### config.mk
export PLATFORM = sky130hd
export DESIGN_NAME = rmos_output_select
export DESIGN_NICKNAME = d
export VERILOG_FILES = /design/src/logic/rmos_pkg.sv /design/src/logic/rmos_func_mux.sv /design/src/logic/rmos_route_mem.sv /design/src/logic/rmos_output_select.sv
export VERILOG_INCLUDE_DIRS = /design/src /design/src/logic
export SDC_FILE = /design/constraint.sdc
export NUM_CORES = 2
export LEC_CHECK = 0
export BUFFER_PORTS_ARGS = -buffer_cell sky130_fd_sc_hd__clkbuf_2
export CAP_MARGIN = 10
export CELL_PAD_IN_SITES_DETAIL_PLACEMENT = 0
export CELL_PAD_IN_SITES_GLOBAL_PLACEMENT = 2
export CORE_ASPECT_RATIO = 0.5
export CORE_UTILIZATION = 45
export CTS_CLUSTER_SIZE = 28
export DETAILED_ROUTE_END_ITERATION = 8
export PLACE_DENSITY_LB_ADDON = 0.15
export SYNTH_ARGS = -nofsm -noshare
export SYNTH_HDL_FRONTEND = slang
export SYNTH_SLANG_ARGS = --single-unit
export TNS_END_PERCENT = 20
### constraint.sdc
create_clock -name pclk -period 4.3 [get_ports pclk]
set_clock_uncertainty 0.1 [all_clocks]
set_input_delay 0.86 -clock pclk [delete_from_list [all_inputs] [get_ports pclk]]
set_output_delay 0.86 -clock pclk [all_outputs]
set_load 0.02 [all_outputs]
### src/logic/rmos_consts.svh
// constants for the remap output-select block: register index map, field layout, reset values
// assumes it is included by the package and the design modules of this block only
// Summary of operation
// - bits 13 to 8 of an output-select register choose the peripheral function driving its upper virtual port.
// - bits 5 to 0 of an output-select register choose the peripheral function driving its lower virtual port.
// - bits 15 to 14 and 7 to 6 of an output-select register ignore writes and read back as zero.
// - both selectors load zero at power-on reset and software may read and write them.
// - the two ports of the top output-select register are internal virtual ports, not package pins; the code also drives them on remap_port_out.
// - every output-select register has the same two 6-bit selectors with all other bits reading zero.
`ifndef RMOS_CONSTS_SVH
`define RMOS_CONSTS_SVH

// apb word index map, byte address is four times the index
`define RMOS_ADDR_W 12
`define RMOS_WIDX_W 10
`define RMOS_OSEL_WBASE 10'h000
`define RMOS_LOCK_WIDX 10'h020
`define RMOS_VSTAT_WIDX 10'h021
`define RMOS_IN_WBASE 10'h040

// output-select field layout
`define RMOS_SEL_W 6
`define RMOS_HI_MSB 13
`define RMOS_HI_LSB 8
`define RMOS_LO_MSB 5
`define RMOS_LO_LSB 0
`define RMOS_OSEL_UNIMPL 32'hffff_c0c0
`define RMOS_SEL_RST 6'h00
`define RMOS_NO_FUNC 6'h00

// lock control and input-route storage
`define RMOS_LOCK_BIT 11
`define RMOS_REG_W 16
`define RMOS_IN_RST 16'h0000

`endif

### src/logic/rmos_pkg.sv
// types shared by the remap output-select block
// assumes the constants header sits beside it
package rmos_pkg;
`include "rmos_consts.svh"

   // apb access sequencing of the register slave
   typedef enum {RMOS_IDLE, RMOS_DONE} rmos_phase_e;

   // selector pair of one output-select register
   typedef struct packed {
      logic [`RMOS_SEL_W-1:0] hi;
      logic [`RMOS_SEL_W-1:0] lo;
   } rmos_sel_pair_s;

   // apb request as seen by the slave
   typedef struct packed {
      logic sel;
      logic enable;
      logic write;
      logic [`RMOS_ADDR_W-1:0] addr;
      logic [31:0] wdata;
   } rmos_apb_req_s;
endpackage

### src/logic/rmos_func_mux.sv
// one remappable port: picks a peripheral output by function number
// assumes peripheral outputs come from logic on the same clock
`timescale 1ns/100ps
`include "rmos_consts.svh"
module rmos_func_mux
   import rmos_pkg::*;
#(
   parameter int NUM_FUNCS = 64
) (
   input wire logic [NUM_FUNCS-1:0] periph_out,
   input wire logic [`RMOS_SEL_W-1:0] func_sel,
   output logic port_out
);

   // zero and numbers past the supported range leave the port low
   always_comb begin
      port_out = 1'b0;
      if (func_sel != `RMOS_NO_FUNC && int'(func_sel) < NUM_FUNCS) begin
         port_out = periph_out[func_sel];
      end
   end
endmodule

### src/logic/rmos_route_mem.sv
// storage for the input-route registers, registered read port
// assumes one read or one write per cycle from the apb slave
`timescale 1ns/100ps
`include "rmos_consts.svh"
module rmos_route_mem
   import rmos_pkg::*;
#(
   parameter int DEPTH = 36,
   parameter int AW = 6
) (
   input wire logic pclk,
   input wire logic presetn,
   input wire logic wr_en,
   input wire logic [AW-1:0] wr_addr,
   input wire logic [`RMOS_REG_W-1:0] wr_data,
   input wire logic rd_en,
   input wire logic [AW-1:0] rd_addr,
   output logic [`RMOS_REG_W-1:0] rd_data
);

   typedef struct packed {
      logic [DEPTH-1:0][`RMOS_REG_W-1:0] mem;
      logic [`RMOS_REG_W-1:0] rdata;
   } rmos_mem_state_s;

   rmos_mem_state_s st_q;
   rmos_mem_state_s st_d;

   // out-of-range addresses are filtered by the slave decode
   always_comb begin
      st_d = st_q;
      if (wr_en) begin
         st_d.mem[wr_addr] = wr_data;
      end
      if (rd_en) begin
         st_d.rdata = st_q.mem[rd_addr];
      end
   end

   always_ff @(posedge pclk or negedge presetn) begin
      if (!presetn) begin
         st_q <= '0;
      end else begin
         st_q <= st_d;
      end
   end

   assign rd_data = st_q.rdata;
endmodule

### src/logic/rmos_output_select.sv
// remap output-select unit: apb register slave, output-select bank and port muxes
// assumes apb3 signalling from a master on pclk and peripheral outputs on the same clock
//
// The implementer's own choices: the APB slave port and the register offsets.
`timescale 1ns/100ps
`include "rmos_consts.svh"
module rmos_output_select
   import rmos_pkg::*;
#(
   parameter int OSEL_REGS = 20,
   parameter int IN_REGS = 36,
   parameter int NUM_FUNCS = 64
) (
   input wire logic pclk,
   input wire logic presetn,
   input wire logic psel,
   input wire logic penable,
   input wire logic pwrite,
   input wire logic [`RMOS_ADDR_W-1:0] paddr,
   input wire logic [31:0] pwdata,
   output logic [31:0] prdata,
   output logic pready,
   output logic pslverr,
   input wire logic [NUM_FUNCS-1:0] periph_out,
   output logic [2*OSEL_REGS-1:0] remap_port_out,
   output logic virtual_port_hi,
   output logic virtual_port_lo,
   output logic remap_config_lock
);

   localparam int OW = (OSEL_REGS > 1) ? $clog2(OSEL_REGS) : 1;
   localparam int IW = (IN_REGS > 1) ? $clog2(IN_REGS) : 1;

   typedef struct packed {
      rmos_sel_pair_s [OSEL_REGS-1:0] sel;
      logic lock;
      rmos_phase_e phase;
      logic [31:0] rdata;
      logic err;
      logic mem_rd;
      logic settled;
   } rmos_top_state_s;

   rmos_top_state_s st_q;
   rmos_top_state_s st_d;

   logic [`RMOS_WIDX_W-1:0] widx;
   logic [`RMOS_WIDX_W-1:0] osel_off;
   logic [`RMOS_WIDX_W-1:0] in_off;
   logic osel_hit;
   logic in_hit;
   logic lock_hit;
   logic vstat_hit;
   logic any_hit;
   logic access;
   logic mem_wr;
   logic mem_rd;
   logic [`RMOS_REG_W-1:0] mem_rdata;
   logic [OW-1:0] osel_idx;
   logic [IW-1:0] in_idx;

   // word decode, every register takes one aligned 32-bit word
   assign widx = paddr[`RMOS_ADDR_W-1:2];
   assign osel_off = widx - `RMOS_OSEL_WBASE;
   assign in_off = widx - `RMOS_IN_WBASE;
   assign osel_hit = (widx >= `RMOS_OSEL_WBASE) && (osel_off < `RMOS_WIDX_W'(OSEL_REGS));
   assign in_hit = (widx >= `RMOS_IN_WBASE) && (in_off < `RMOS_WIDX_W'(IN_REGS));
   assign lock_hit = (widx == `RMOS_LOCK_WIDX);
   assign vstat_hit = (widx == `RMOS_VSTAT_WIDX);
   assign any_hit = osel_hit || in_hit || lock_hit || vstat_hit;
   assign osel_idx = osel_off[OW-1:0];
   assign in_idx = in_off[IW-1:0];
   assign access = psel && penable;

   // input-route storage reads in the first access cycle, writes on the completing one
   assign mem_rd = access && (st_q.phase == RMOS_IDLE) && !pwrite && in_hit;
   assign mem_wr = access && (st_q.phase == RMOS_DONE) && pwrite && in_hit;

   rmos_route_mem #(
      .DEPTH(IN_REGS),
      .AW(IW)
   ) u_route_mem (
      .pclk(pclk),
      .presetn(presetn),
      .wr_en(mem_wr),
      .wr_addr(in_idx),
      .wr_data(pwdata[`RMOS_REG_W-1:0]),
      .rd_en(mem_rd),
      .rd_addr(in_idx),
      .rd_data(mem_rdata)
   );

   // slave sequencing: every access holds one wait cycle so read data come from flops
   always_comb begin
      st_d = st_q;
      st_d.settled = 1'b1;
      case (st_q.phase)
         RMOS_IDLE: begin
            if (access) begin
               st_d.phase = RMOS_DONE;
               st_d.err = !any_hit;
               st_d.mem_rd = in_hit && !pwrite;
               st_d.rdata = '0;
               if (!pwrite && osel_hit) begin
                  // unimplemented bits come back as zero
                  st_d.rdata = 32'({2'b00, st_q.sel[osel_idx].hi, 2'b00, st_q.sel[osel_idx].lo});
               end else if (!pwrite && lock_hit) begin
                  st_d.rdata = 32'(st_q.lock) << `RMOS_LOCK_BIT;
               end else if (!pwrite && vstat_hit) begin
                  st_d.rdata = 32'({virtual_port_hi, virtual_port_lo});
               end
            end
         end
         RMOS_DONE: begin
            st_d.phase = RMOS_IDLE;
            // a write takes effect only on the edge that completes the transfer
            if (pwrite && osel_hit) begin
               st_d.sel[osel_idx].hi = pwdata[`RMOS_HI_MSB:`RMOS_HI_LSB];
               st_d.sel[osel_idx].lo = pwdata[`RMOS_LO_MSB:`RMOS_LO_LSB];
            end
            if (pwrite && lock_hit) begin
               st_d.lock = pwdata[`RMOS_LOCK_BIT];
            end
         end
         default: begin
            st_d.phase = RMOS_IDLE;
         end
      endcase
   end

   // selectors come up at zero so no peripheral drives a port after reset
   always_ff @(posedge pclk or negedge presetn) begin
      if (!presetn) begin
         st_q <= '0;
      end else begin
         st_q <= st_d;
      end
   end

   // answer: pready on the second access cycle, error only for unmapped words
   assign pready = (st_q.phase == RMOS_DONE);
   assign pslverr = (st_q.phase == RMOS_DONE) && st_q.err;
   assign prdata = st_q.mem_rd ? 32'(mem_rdata) : st_q.rdata;
   assign remap_config_lock = st_q.lock;

   // one mux per port; routing is combinational so peripheral timing is kept
   genvar gi;
   generate
      for (gi = 0; gi < 2 * OSEL_REGS; gi++) begin : g_port
         logic [`RMOS_SEL_W-1:0] port_sel;
         // odd ports take the upper selector, even ports the lower one
         assign port_sel = (gi % 2 == 1) ? st_q.sel[gi / 2].hi : st_q.sel[gi / 2].lo;
         rmos_func_mux #(
            .NUM_FUNCS(NUM_FUNCS)
         ) u_mux (
            .periph_out(periph_out),
            .func_sel(port_sel),
            .port_out(remap_port_out[gi])
         );

      end
   endgenerate

   // the top register's pair feeds the virtual port outputs and also the top two bits of remap_port_out
   assign virtual_port_hi = remap_port_out[2 * OSEL_REGS - 1];
   assign virtual_port_lo = remap_port_out[2 * OSEL_REGS - 2];
endmodule

==> impl_results.md <==
- Post-CTS setup buffer count: 0
- R2r setup slk: 1460 ps
- Area growth, synth to finish: 10.7%
- Final cycle utilization of the critical path: 98.4%
- I/O Buffers: 155
- Unrepaired setup endpoints after global routing: false
- Critical Path Sink Type: output port
- Startpoint Class: primary input
- Die width: 517 um
- GR Util All Layers: 34.4%
- Hold Vio Cnt, Final: 0
- Total congestion overflow: 0
- Post-synth EDFFs: 0
- FFs w/ async S/R, synth: 100%
- Mean Syn Cell Area: 14.5 um^2
- DIE HEIGHT: 260 um
- DR vias: 42600
- Hold/Removal Path Class: in -> async
- Total I/O pin count: 190
- Non-filler cells, final: 5785
- Maximum VDD drop: 297 uV
- Worst-Skew Late Latency: 740 ps
- Clk root buf: clkbuf_16
- DRC: 0
- Max H-tree Level: 3
- Routability cong.: 0.931
- DRT antenna net count: 0
- DP Wirelength: 137 mm
- Setup TNS: 0 ps
- Mapped Cells: 4116
- DR pass1 iterations: 8
- Initial Util: 45.4%
- Fin crit period: 4230 ps
- Vias in the first global route: 42900
- Die ar.: 134000 um^2
- FF+latch count, synth: 848
- Leak: 27.2 nW
- Hold-fix buffers, CTS: 0
- Worst r2r path cells: 7
- Worst-path clk slew: 60 ps
- Slew @ Worst Pin: 1240 ps
- Finished layout cell area: 66100 um^2
- Register area share after synthesis: 35.5%
- Synth Warn #: 0
- Placement Cell Area: 63100 um^2
- Max Fclk: 0.236 GHz
- Core area: 132000 um^2
- Initial antenna violation count: 23
- Final Max Tran Viols: 0
- Reg-to-Reg Start: st_q[35]$_DFFE_PN0P_
- Slew headroom: 17.1%
- TritonCTS clock tree: built
- Critical path data arrival time: 3270 ps
- Avg WL per Cell: 39.6 um
- # setup viols final: 0
- Pwr Density: 281 nW/um^2
- Share of layout cells above drive strength 1: 61.1%
- Status: completed
- Vias per cell: 7.36
- DRT iter0 DRCs: 5889
- Tot Pwr: 18.6 mW
- Post-synth top flop: dfrtp_1
- Cts bufs inserted: 85
- Synth cell types: 56
- Number of clock sinks: 848
- DP Cell Count: 5628
- Global-route wire length before repair: 327 mm
- Number of max-cap violations: 0
- Bufs on Longest Clock Path: 3
- Nets: 4052
- Routed WL: 229 mm
- Peak fanout along the critical path: 14
- Pin count of the biggest net entering global routing: 117
- Kind of critical path: in -> out
- Post-synthesis instance area: 59700 um^2
- Num rows: 94
- CP required: 3340 ps
- Critical R2R Capture: u_route_mem.st_q[554]$_DFFE_PN0P_
final cells by class:
cell class | instances | area (um^2)
antenna | 5 | 12.5
clock buffer | 118 | 2470
clock inverter | 34 | 517
fill | 11000 | 65500
inverter | 10 | 37.5
multi-input combinational | 2527 | 35500
sequential | 848 | 21300
tap | 1776 | 2220
timing repair buffer | 467 | 4130
logic make-up after synthesis:
| kind of cell | count (synthesis) | share of synthesized area [%] |
|---|---|---|
| AND/OR/NAND/NOR | 298 | 2.47 |
| buffers and inverters | 756 | 5.21 |
| other | 1 | 0.00628 |
| multiplexers | 1886 | 53.2 |
| AO/OA/AOI/OAI | 327 | 3.58 |
| flip-flops | 848 | 35.5 |
routing by layer:
metal  GRT usage, %  part of all wire, %  up-vias
li1               -                    -    15900
met1           47.0                   39    22800
met2           50.4                   44     3090
met3           11.2                   12      729
met4           15.2                  4.9       10
met5          0.878                0.091        -
critical path: stages:
cell and delay [ps]:
clkbuf_2 490, buf_4 370, mux4_2 470, mux4_2 510
mux2i_1 140, a21oi_1 200, clkbuf_2 220
registers in the layout, indices dropped and copies added (netlist names):
register,cells
remap_config_lock,1
u_route_mem.rd_data,16
g_port.port_sel,240
st_q,15
u_route_mem.st_q,576
power by group:
group	total, mW	switching, mW	leakage, nW	internal [mW]
sequential	8.05	0.0420	11.8	8.01
clock	8.10	3.60	1.45	4.50
combinational	2.40	1.53	13.9	0.872
placed cells by master, fill, tap and decap left out, drive strengths merged, types with 3 or more instances in the layout:
| cell type | instances |
|---|---|
| a2111oi | 6 |
| a211oi | 40 |
| a21oi | 112 |
| a221oi | 5 |
| a22o | 27 |
| a22oi | 37 |
| a31oi | 15 |
| and2 | 8 |
| and3 | 4 |
| buf | 316 |
| bufinv | 7 |
| clkbuf | 269 |
| clkinv | 22 |
| clkinvlp | 4 |
| conb | 16 |
| dfrtp | 848 |
| diode | 5 |
| inv | 11 |
| mux2 | 834 |
| mux2i | 103 |
| mux4 | 949 |
| nand2 | 119 |
| nand2b | 8 |
| nand3 | 28 |
| nand3b | 7 |
| nor2 | 45 |
| nor2b | 41 |
| nor3 | 17 |
| nor4 | 7 |
| o211ai | 3 |
| o21ai | 27 |
| o22a | 12 |
| o22ai | 23 |
| o31ai | 9 |
| or3 | 4 |
| or4 | 3 |
synth_stat cells (7+ instances only):
library cell / n / area share (%)
buf_1: 69 / 0.43
clkbuf_1: 571 / 3.6
nand3b_1: 7 / 0.088
a211oi_1: 40 / 0.50
nand2b_1: 8 / 0.084
mux2i_1: 103 / 1.7
buf_4: 56 / 0.70
o22ai_1: 23 / 0.24
o21ai_0: 27 / 0.23
a22o_1: 27 / 0.40
o22a_1: 12 / 0.18
dfrtp_1: 848 / 36
nor3_1: 15 / 0.13
nand3_1: 25 / 0.21
mux4_2: 949 / 36
nand2_1: 115 / 0.72
a31oi_1: 15 / 0.16
and2_1: 7 / 0.073
mux2_2: 834 / 16
o31ai_1: 9 / 0.11
inv_1: 7 / 0.044
nor2b_1: 41 / 0.43
buf_2: 50 / 0.42
nor4_1: 7 / 0.073
nor2_1: 42 / 0.26
a21oi_1: 112 / 0.94
a22oi_1: 37 / 0.46
worst max path at each step:
| stage | slack [ps] | depth (start not counted) | startpoint | endpoint |
|---|---|---|---|---|
| floorplan | 610 | 7 | g_port[29].port_sel[0]$_DFFE_PN0P_ | remap_port_out[29] |
| global placement | 160 | 7 | periph_out[30] | remap_port_out[23] |
| detailed placement | 200 | 7 | periph_out[29] | remap_port_out[6] |
| CTS | 20 | 6 | g_port[9].port_sel[0]$_DFFE_PN0P_ | remap_port_out[9] |
| global route | 3 | 6 | g_port[30].port_sel[0]$_DFFE_PN0P_ | remap_port_out[30] |
| finish | 70 | 7 | periph_out[29] | remap_port_out[23] |
metrics by stage:
step / hold slack [ps] / worst slack (ps) / utilization [%]
3_3_place_gp: 381 / 163 / 47.9
3_5_place_dp: 387 / 196 / 47.9
4_1_cts: 93.4 / 23.8 / 50.2
2_1_floorplan: 336 / 610 / -
6_report: 87.1 / 67.6 / 50.3
5_1_grt: 119 / 3.45 / 50.3
repair_timing:
action                     CTS  global route
hold endpoints to repair     0             0
gates resized for setup     25            13
pin swaps                    0             0
setup endpoints to repair   25            12
No activity file was read; power rests on OpenSTA's default activity.
